==> config.mk <==
export PLATFORM = sky130hd
export DESIGN_NAME = tsgm_phy_clocking
export DESIGN_NICKNAME = d
export VERILOG_FILES = /design/src/tsgm_pkg.sv /design/src/tsgm_fifo.sv /design/src/tsgm_phy_clocking.sv /design/src/tsgm_pin_sync.sv
export SDC_FILE = /design/constraint.sdc
export NUM_CORES = 1
export LEC_CHECK = 0
export BUFFER_PORTS_ARGS = -buffer_cell sky130_fd_sc_hd__buf_2
export CORE_MARGIN = 10
export CORE_UTILIZATION = 60
export CTS_CLUSTER_DIAMETER = 200
export DETAILED_ROUTE_END_ITERATION = 6
export PLACE_DENSITY = 0.75
export RECOVER_POWER = 100
export SLEW_MARGIN = 20
export SYNTH_ARGS = -nofsm -noshare
export SYNTH_HDL_FRONTEND = slang
export SYNTH_HIERARCHICAL = 1
export SYNTH_SLANG_ARGS = --single-unit
==> constraint.sdc <==
create_clock -name clk_sys -period 8.7 [get_ports clk_sys]
set_clock_uncertainty 0.2 [all_clocks]
set_input_delay 0.435 -clock clk_sys [delete_from_list [all_inputs] [get_ports clk_sys]]
set_output_delay 0.435 -clock clk_sys [all_outputs]
set_load 0.05 [all_outputs]
==> src/tsgm_pkg.sv <==
// Shared constants and carrier types of the tri-speed PHY clocking block.
// Assumes a single system clock domain samples every PHY-facing pin.
package tsgm_pkg;

  // ----------------------------------------------------------------------
  // Speed codes and widths
  // ----------------------------------------------------------------------
  localparam logic [1:0] SPEED_10   = 2'h0;
  localparam logic [1:0] SPEED_100  = 2'h1;
  localparam logic [1:0] SPEED_1000 = 2'h2;

  localparam int BYTE_W      = 8;
  localparam int NIBBLE_W    = 4;
  localparam int FIFO_DEPTH  = 16;
  localparam int PIN_STAGES  = 3;

  // Reset values of pad registers and idle pins
  localparam logic [7:0] PAD_IDLE  = 8'h00;
  localparam logic [3:0] NIB_IDLE  = 4'h0;

  // ----------------------------------------------------------------------
  // Carrier types
  // ----------------------------------------------------------------------
  // One byte of a user stream
  typedef struct packed {
    logic [7:0] data;
    logic       last;
    logic       err;
  } tsgm_byte_t;

  // One set of GMII data pins
  typedef struct packed {
    logic [7:0] d;
    logic       en;
    logic       er;
  } tsgm_gmii_t;

  localparam int BYTE_T_W = $bits(tsgm_byte_t);
  localparam int GMII_T_W = $bits(tsgm_gmii_t);

  // Transmit frame tracker, one-hot
  typedef enum logic [1:0] {
    TX_IDLE  = 2'h1,
    TX_FRAME = 2'h2
  } tsgm_tx_state_t;

endpackage
==> src/tsgm_fifo.sv <==
// Synchronous FIFO with valid/ready on both sides.
// Assumes one clock; width and depth are parameters, depth a power of two.
module tsgm_fifo #(
  parameter int W     = 8,
  parameter int DEPTH = 16
) (
  input  wire logic         clk_sys,   // System clock
  input  wire logic         reset_n,   // Async reset, active low
  input  wire logic [W-1:0] in_data,   // Write word
  input  wire logic         in_valid,  // Write request
  output logic              in_ready,  // Not full
  output logic      [W-1:0] out_data,  // Head word
  output logic              out_valid, // Not empty
  input  wire logic         out_ready  // Pop request
);

  localparam int AW = $clog2(DEPTH);

  logic [W-1:0] mem [DEPTH];
  logic [AW:0]  wr_ptr;
  logic [AW:0]  rd_ptr;
  logic         push;
  logic         pop;

  // --------------------------------------------------------------------
  // Status and handshakes
  // --------------------------------------------------------------------
  assign in_ready  = (wr_ptr - rd_ptr) != (AW+1)'(DEPTH);
  assign out_valid = wr_ptr != rd_ptr;
  assign push      = in_valid && in_ready;
  assign pop       = out_valid && out_ready;
  assign out_data  = mem[rd_ptr[AW-1:0]];

  // Storage write
  always_ff @(posedge clk_sys) begin
    if (push) begin
      mem[wr_ptr[AW-1:0]] <= in_data;
    end
  end

  // Pointers
  always_ff @(posedge clk_sys or negedge reset_n) begin
    if (!reset_n) begin
      wr_ptr <= '0;
      rd_ptr <= '0;
    end else begin
      if (push) begin
        wr_ptr <= wr_ptr + (AW+1)'(1);
      end
      if (pop) begin
        rd_ptr <= rd_ptr + (AW+1)'(1);
      end
    end
  end

endmodule

==> src/tsgm_phy_clocking.sv <==
// Tri-speed GMII/MII clocking and pad logic between an 8-bit stream
// and an external PHY. Assumes every PHY pin, the 125 MHz reference and
// both PHY clocks arrive asynchronously and are sampled by clk_sys.

module tsgm_phy_clocking (
  input  wire logic       clk_sys,      // System clock, 10 MHz
  input  wire logic       reset_n,      // Async reset, active low
  input  wire logic [1:0] link_speed,   // Speed code, package values
  input  wire logic       ref_clk_125,  // Local reference clock pin
  input  wire logic       mii_tx_clk,   // PHY transmit clock pin
  input  wire logic       gmii_rx_clk,  // PHY receive clock pin
  input  wire logic [7:0] gmii_rxd,     // PHY receive data pins
  input  wire logic       gmii_rx_dv,   // PHY receive data valid pin
  input  wire logic       gmii_rx_er,   // PHY receive error pin
  output logic      [7:0] gmii_txd,     // Transmit data pad register
  output logic            gmii_tx_en,   // Transmit enable pad register
  output logic            gmii_tx_er,   // Transmit error pad register
  output logic            gmii_tx_clk,  // Forwarded transmit clock
  input  wire logic [7:0] s_tx_data,    // User transmit byte
  input  wire logic       s_tx_last,    // Last byte of frame
  input  wire logic       s_tx_err,     // Corrupt this byte
  input  wire logic       s_tx_valid,   // User byte offered
  output logic            s_tx_ready,   // FIFO can take a byte
  output logic            tx_clk_en,    // Transmit clock enable strobe
  output logic            tx_underrun,  // Frame starved, one pulse
  output logic      [7:0] m_rx_data,    // Received byte
  output logic            m_rx_err,     // Error seen in byte
  output logic            m_rx_valid,   // Received byte waiting
  input  wire logic       m_rx_ready,   // User takes the byte
  output logic            rx_clk_en,    // Receive clock enable strobe
  output logic            rx_drop       // Byte lost to stall, one pulse
);

  // ----------------------------------------------------------------------
  // Pin synchronisers, private to this instance
  // ----------------------------------------------------------------------
  logic [1:0]  tx_clk_pins;
  logic [10:0] rx_pins;
  logic        gig;

  assign gig = link_speed == tsgm_pkg::SPEED_1000;

  // Reference and PHY transmit clocks, never shared with others
  tsgm_pin_sync #(.W(2)) u_tx_clk_sync (
    .clk_sys (clk_sys),
    .reset_n (reset_n),
    .pin_in  ({ref_clk_125, mii_tx_clk}),
    .pin_out (tx_clk_pins)
  );

  // Receive clock with its data so both stay aligned
  tsgm_pin_sync #(.W(11)) u_rx_sync (
    .clk_sys (clk_sys),
    .reset_n (reset_n),
    .pin_in  ({gmii_rx_clk, gmii_rx_dv, gmii_rx_er, gmii_rxd}),
    .pin_out (rx_pins)
  );

  // ----------------------------------------------------------------------
  // Transmit clock selection and edge detection
  // ----------------------------------------------------------------------
  logic tx_sel_clk;
  logic tx_sel_prev;
  logic tx_tick;
  logic tx_phase;
  logic tx_ce;

  // Sampled-level selector: reference at 1000, PHY clock below
  assign tx_sel_clk = gig ? tx_clk_pins[1] : tx_clk_pins[0];
  assign tx_tick    = tx_sel_clk && !tx_sel_prev;
  // Every edge at 1000, every second edge at 10/100
  assign tx_ce      = tx_tick && (gig || !tx_phase);

  // Previous selected clock level
  always_ff @(posedge clk_sys or negedge reset_n) begin
    if (!reset_n) begin
      tx_sel_prev <= 1'b0;
    end else begin
      tx_sel_prev <= tx_sel_clk;
    end
  end

  // Nibble phase at MII speeds
  always_ff @(posedge clk_sys or negedge reset_n) begin
    if (!reset_n) begin
      tx_phase <= 1'b0;
    end else if (gig) begin
      tx_phase <= 1'b0;
    end else if (tx_tick) begin
      tx_phase <= !tx_phase;
    end
  end

  // Registered enable strobe to the MAC
  always_ff @(posedge clk_sys or negedge reset_n) begin
    if (!reset_n) begin
      tx_clk_en <= 1'b0;
    end else begin
      tx_clk_en <= tx_ce;
    end
  end

  // ----------------------------------------------------------------------
  // Transmit FIFO
  // ----------------------------------------------------------------------
  tsgm_pkg::tsgm_byte_t fifo_in;
  tsgm_pkg::tsgm_byte_t fifo_out;
  logic                 fifo_valid;

  assign fifo_in = '{data: s_tx_data, last: s_tx_last, err: s_tx_err};

  // Bytes leave only on an enabled transmit edge
  tsgm_fifo #(
    .W     (tsgm_pkg::BYTE_T_W),
    .DEPTH (tsgm_pkg::FIFO_DEPTH)
  ) u_tx_fifo (
    .clk_sys   (clk_sys),
    .reset_n   (reset_n),
    .in_data   (fifo_in),
    .in_valid  (s_tx_valid),
    .in_ready  (s_tx_ready),
    .out_data  (fifo_out),
    .out_valid (fifo_valid),
    .out_ready (tx_ce)
  );

  // ----------------------------------------------------------------------
  // Transmit frame tracking
  // ----------------------------------------------------------------------
  tsgm_pkg::tsgm_tx_state_t tx_state;
  tsgm_pkg::tsgm_tx_state_t next_tx_state;

  // Frame opens on a popped byte, closes on its last byte
  always_comb begin
    next_tx_state = tx_state;
    unique case (tx_state)
      tsgm_pkg::TX_IDLE: begin
        if (tx_ce && fifo_valid && !fifo_out.last) begin
          next_tx_state = tsgm_pkg::TX_FRAME;
        end
      end
      tsgm_pkg::TX_FRAME: begin
        if (tx_ce && (!fifo_valid || fifo_out.last)) begin
          next_tx_state = tsgm_pkg::TX_IDLE;
        end
      end
      default: begin
        next_tx_state = tsgm_pkg::TX_IDLE;
      end
    endcase
  end

  // State register
  always_ff @(posedge clk_sys or negedge reset_n) begin
    if (!reset_n) begin
      tx_state <= tsgm_pkg::TX_IDLE;
    end else begin
      tx_state <= next_tx_state;
    end
  end

  // Starved mid-frame: FIFO empty on an enabled edge
  always_ff @(posedge clk_sys or negedge reset_n) begin
    if (!reset_n) begin
      tx_underrun <= 1'b0;
    end else begin
      tx_underrun <= tx_ce && !fifo_valid
                     && (tx_state == tsgm_pkg::TX_FRAME);
    end
  end

  // ----------------------------------------------------------------------
  // Transmit pad registers
  // ----------------------------------------------------------------------
  tsgm_pkg::tsgm_gmii_t tx_pad;
  logic [3:0]           tx_hold;

  assign gmii_txd   = tx_pad.d;
  assign gmii_tx_en = tx_pad.en;
  assign gmii_tx_er = tx_pad.er;

  // Byte or low nibble on enable, high nibble on the next edge
  always_ff @(posedge clk_sys or negedge reset_n) begin
    if (!reset_n) begin
      tx_pad  <= '{d: tsgm_pkg::PAD_IDLE, en: 1'b0, er: 1'b0};
      tx_hold <= tsgm_pkg::NIB_IDLE;
    end else if (tx_ce) begin
      if (fifo_valid) begin
        tx_pad.en <= 1'b1;
        tx_pad.er <= fifo_out.err;
        tx_pad.d  <= gig ? fifo_out.data
                         : {tsgm_pkg::NIB_IDLE, fifo_out.data[3:0]};
        tx_hold   <= fifo_out.data[7:4];
      end else begin
        tx_pad  <= '{d: tsgm_pkg::PAD_IDLE, en: 1'b0, er: 1'b0};
        tx_hold <= tsgm_pkg::NIB_IDLE;
      end
    end else if (tx_tick) begin
      tx_pad.d <= {tsgm_pkg::NIB_IDLE, tx_hold};
    end
  end

  // ----------------------------------------------------------------------
  // Forwarded transmit clock
  // ----------------------------------------------------------------------
  // Registered inverse of the reference at 1000, held low below
  always_ff @(posedge clk_sys or negedge reset_n) begin
    if (!reset_n) begin
      gmii_tx_clk <= 1'b0;
    end else begin
      gmii_tx_clk <= gig && !tx_clk_pins[1];
    end
  end

  // ----------------------------------------------------------------------
  // Receive clock edge and pad sampling
  // ----------------------------------------------------------------------
  tsgm_pkg::tsgm_gmii_t rx_pad;
  logic                 rx_clk_prev;
  logic                 rx_tick;
  logic                 rx_tick_d;

  assign rx_tick = rx_pins[10] && !rx_clk_prev;

  // Receive clock history and delayed edge
  always_ff @(posedge clk_sys or negedge reset_n) begin
    if (!reset_n) begin
      rx_clk_prev <= 1'b0;
      rx_tick_d   <= 1'b0;
    end else begin
      rx_clk_prev <= rx_pins[10];
      rx_tick_d   <= rx_tick;
    end
  end

  // Pad input registers take the pins on each receive edge
  always_ff @(posedge clk_sys or negedge reset_n) begin
    if (!reset_n) begin
      rx_pad <= '{d: tsgm_pkg::PAD_IDLE, en: 1'b0, er: 1'b0};
    end else if (rx_tick) begin
      rx_pad <= '{d: rx_pins[7:0], en: rx_pins[9], er: rx_pins[8]};
    end
  end

  // ----------------------------------------------------------------------
  // Receive enable and nibble packing
  // ----------------------------------------------------------------------
  logic       rx_phase;
  logic       rx_ce;
  logic [3:0] rx_low;
  logic       rx_low_er;

  assign rx_ce = rx_tick_d && rx_pad.en && (gig || rx_phase);

  // Phase restarts while data valid is low
  always_ff @(posedge clk_sys or negedge reset_n) begin
    if (!reset_n) begin
      rx_phase <= 1'b0;
    end else if (rx_tick_d) begin
      rx_phase <= rx_pad.en && !gig && !rx_phase;
    end
  end

  // Low nibble kept until its partner arrives
  always_ff @(posedge clk_sys or negedge reset_n) begin
    if (!reset_n) begin
      rx_low    <= tsgm_pkg::NIB_IDLE;
      rx_low_er <= 1'b0;
    end else if (rx_tick_d && !rx_phase) begin
      rx_low    <= rx_pad.d[3:0];
      rx_low_er <= rx_pad.er;
    end
  end

  // Registered enable strobe to the MAC
  always_ff @(posedge clk_sys or negedge reset_n) begin
    if (!reset_n) begin
      rx_clk_en <= 1'b0;
    end else begin
      rx_clk_en <= rx_ce;
    end
  end

  // ----------------------------------------------------------------------
  // Receive user stream
  // ----------------------------------------------------------------------
  // Byte held until taken; a new byte over a stalled one is dropped
  always_ff @(posedge clk_sys or negedge reset_n) begin
    if (!reset_n) begin
      m_rx_data  <= tsgm_pkg::PAD_IDLE;
      m_rx_err   <= 1'b0;
      m_rx_valid <= 1'b0;
      rx_drop    <= 1'b0;
    end else begin
      rx_drop <= rx_ce && m_rx_valid && !m_rx_ready;
      if (rx_ce && (!m_rx_valid || m_rx_ready)) begin
        m_rx_valid <= 1'b1;
        m_rx_data  <= gig ? rx_pad.d : {rx_pad.d[3:0], rx_low};
        m_rx_err   <= rx_pad.er || (!gig && rx_low_er);
      end else if (m_rx_ready) begin
        m_rx_valid <= 1'b0;
      end
    end
  end

endmodule

==> src/tsgm_pin_sync.sv <==
// Three-stage synchroniser for a group of pins from outside clk_sys.
// Assumes the group is sampled together so its bits stay aligned.
module tsgm_pin_sync #(
  parameter int W = 1
) (
  input  wire logic         clk_sys,  // System clock
  input  wire logic         reset_n,  // Async reset, active low
  input  wire logic [W-1:0] pin_in,   // Raw pins
  output logic      [W-1:0] pin_out   // Settled value
);

  logic [W-1:0] stage1;
  logic [W-1:0] stage2;
  logic [W-1:0] stage3;

  // --------------------------------------------------------------------
  // Shift chain; the first stage feeds only the second
  // --------------------------------------------------------------------
  always_ff @(posedge clk_sys or negedge reset_n) begin
    if (!reset_n) begin
      stage1 <= '0;
      stage2 <= '0;
      stage3 <= '0;
    end else begin
      stage1 <= pin_in;
      stage2 <= stage1;
      stage3 <= stage2;
    end
  end

  // Accept a change once stages two and three agree
  always_ff @(posedge clk_sys or negedge reset_n) begin
    if (!reset_n) begin
      pin_out <= '0;
    end else if (stage2 == stage3) begin
      pin_out <= stage3;
    end
  end

endmodule

==> out/results.ini <==
[route]
finalWirelength_um=22400
first_pass_iters=5
ant_nets=0
drc_errors=0
wire_per_inst_um=23.1
vias_per_cell=6.07
drt-initial-drc-count=586
vias=5909

[floorplan]
num_rows=49
die_h_um=155
ios=55
core-area_um2=17900
die_w_um=155
die_area_um2=23900
start_util_pct=60.7

[min_path]
hold_path_startpoint=m_rx_ready
holdPathEnd=rx_drop
hp-class=primary input to flip-flop
hold_path_depth=3

[synthesis]
yosysTopAreaCell=edfxtp_1
synth_top_area_share_pct=44.2
synth_area_um2=10900
synthTopCellsByArea=edfxtp_1 (44%), dfrtp_1 (26%), mux4_2 (8.3%)
synth_seq_area_share_pct=70.3
ys_types=60
syn_area_per_cell_um2=16.7
synth_seq_cells=273
syn_nets=689
async_reset_ff_share_pct=41.4
ys_warn_count=6
ys.flop_type=edfxtp_1
synthCells=651
synth_edf_count=160

[sta]
hold_violations=0
rsz0062_at_grt=false
finalCritPeriodShare_pct=67.1
slew-limit-headroom_pct=-18.7
fin_crit_ps=5840
setup_viol=0
tightest_slew_ps=1780
final_max_slew_viol_count=80
fmax_mhz=171
layout_setup_ws_ps=2860
hold_ws_ps=7.87
fin_setup_tns_ps=0

[clock_network]
cts_tree=yes
cts_buffers=27
root_buffer=clkbuf_16
insertion_delay_ps=530
path_clk_slew_ps=70
clkSinkCount=273
cts_resized=0
cts.path.max_buffers=3
cts_max_level=1

[global_routing]
grt_max_degree=82
track_usage_pct=18.8
grt_pass1_wl_um=35500
grt_overflow=0
first_global_vias=6090
antenna_found_initial=0

[outcome]
outcome=finished, violations left
violations=capacitance limit, slew limit

[finish]
drive_gt1_share_pct=17.9
final-instance-count-excl-fill=973
fin_util_pct=67.7
antenna_cells=0
syn2layout_area_growth_pct=11.7
nets=761
final_cell_mix=edfxtp_1 (160), dfrtp_1 (111), nand2_1 (69)
final_common_cell=edfxtp_1

[pwr]
switchingPower_mw=1.31
power_density_nw_per_um2=321
p_clk_share_pct=28.5
vdd_drop_max_uv=266
p_sw_share_pct=33.5
seqPwrFrac_pct=41.9
pwr-share-comb_pct=29.6
p_int_mw=2.59
cellLeakagePower_nw=4.61

[critical_path]
reg2reg_slack_ps=2860
r2r_cells=8
crit_fanout=34
crit_path_end_kind=flip-flop
cp.required_ps=8630
cp_cell_sequence=clkbuf_1, inv_1, ha_1, nand3b_1, and3b_1, nor2_1, o41ai_1, nor3_1
critPathSlowestCell=clkbuf_1
worst-setup-path-type=flip-flop to flip-flop
cpPeakStageDelay_ps=1270
r2r-end=u_tx_fifo/mem[12][8]
cp-start-kind=flip-flop
r2r-start=u_tx_fifo/rd_ptr[2]
cp-startpoint=u_tx_fifo/rd_ptr[2]
crit_arrival_ps=5770

[place]
dpl.cell_count=909
hpwl_um=14800
place_ws_ps=4740
portBuffers=54
place_congestion=0.938

[job]
cap_violations=4

power by group through the flow:
| stage | combinational, mW | sequential (mW) | clock (mW) |
|---|---|---|---|
| global route | 1.24 | 1.65 | 1.19 |
| floorplan | 0.834 | 1.69 | 0 |
| finish | 1.16 | 1.63 | 1.11 |
| CTS | 1.18 | 1.63 | 1.13 |
| detailed placement | 1.17 | 1.65 | 0 |
| global placement | 1.12 | 1.65 | 0 |
how the worst max path moves through the flow:
| stage | end | slack [ps] | cells after the start |
|---|---|---|---|
| 3_3_place_gp | u_tx_fifo/mem[9][5] | 4870 | 8 |
| 6_report | u_tx_fifo/mem[12][8] | 2860 | 8 |
| 4_1_cts | u_tx_fifo/mem[14][0] | 4730 | 8 |
| 5_1_grt | u_tx_fifo/mem[12][9] | 2450 | 8 |
| 3_5_place_dp | u_tx_fifo/mem[14][0] | 4740 | 8 |
| 2_1_floorplan | u_tx_fifo/mem[9][0] | 5080 | 10 |
area by class of cell:
type / instances / area, µm²
clock buffer: 31 / 711
clock inverter: 19 / 158
fill: 1195 / 5770
inverter: 15 / 56.3
multi-input combinational: 333 / 2890
sequential: 273 / 7630
tap: 229 / 287
timing repair buffer: 73 / 392
what timing repair did:
| action | CTS | global route |
|---|---|---|
| buffers inserted | 0 | 0 |
| hold buffers | 14 | 0 |
| hold endpoints to repair | 45 | 0 |
flip-flops by register name, summed over array words and instances, names as in the netlist, 2 cells and up:
signal / flops
gmii_txd: 8
m_rx_data: 8
rx_low: 4
rx_pad: 10
tx_hold: 4
tx_state: 2
u_rx_sync/pin_out: 11
u_rx_sync/stage1: 11
u_rx_sync/stage2: 11
u_rx_sync/stage3: 11
u_tx_clk_sync/pin_out: 2
u_tx_clk_sync/stage1: 2
u_tx_clk_sync/stage2: 2
u_tx_clk_sync/stage3: 2
u_tx_fifo/mem: 160
u_tx_fifo/rd_ptr: 5
u_tx_fifo/wr_ptr: 5
through the flow:
stage	total power, mW	cell area [µm²]
floorplan	2.53	10900
global placement	2.77	11300
detailed placement	2.82	11300
CTS	3.95	12300
global route	4.08	12100
finish	3.90	12100
critical path: cells and delay by family, from the launching register on:
kind	cells	cell delay [ps]
adders and majority gates	1	560
and+or+nand+nor	4	2180
AOI/OAI and AO/OA	1	350
buffers and inverters	2	1800
DFF	1	320
kinds of logic after synthesis:
group | count (synthesis) | synth area share, %
flip-flops | 273 | 70.3
AND/OR/NAND/NOR | 143 | 6.50
AO/OA/AOI/OAI | 81 | 5.40
multiplexers | 79 | 12.8
buffers and inverters | 45 | 2.19
XOR/XNOR | 21 | 1.76
adder cells (fa/ha/maj) | 9 | 1.04
routing by layer:
layer	vias up	routed length, µm	global-route usage, %
met5	-	0	0
met4	0	471	4.81
met3	41	1790	3.58
met2	272	10500	28.9
met1	2990	9720	27.1
li1	2606	-	-
synthesized netlist by cell type, drive strengths merged, types with 9 or more instances:
cell type	instances
and3	11
inv	15
nand2	69
a31oi	13
o21ai	29
xor2	15
dfrtp	112
mux2	29
ha	9
mux4	40
edfxtp	160
clkbuf	15
buf	15
mux2i	10
nor2	18
nand3	9
Note: power is estimated with default switching activity, not from simulation.
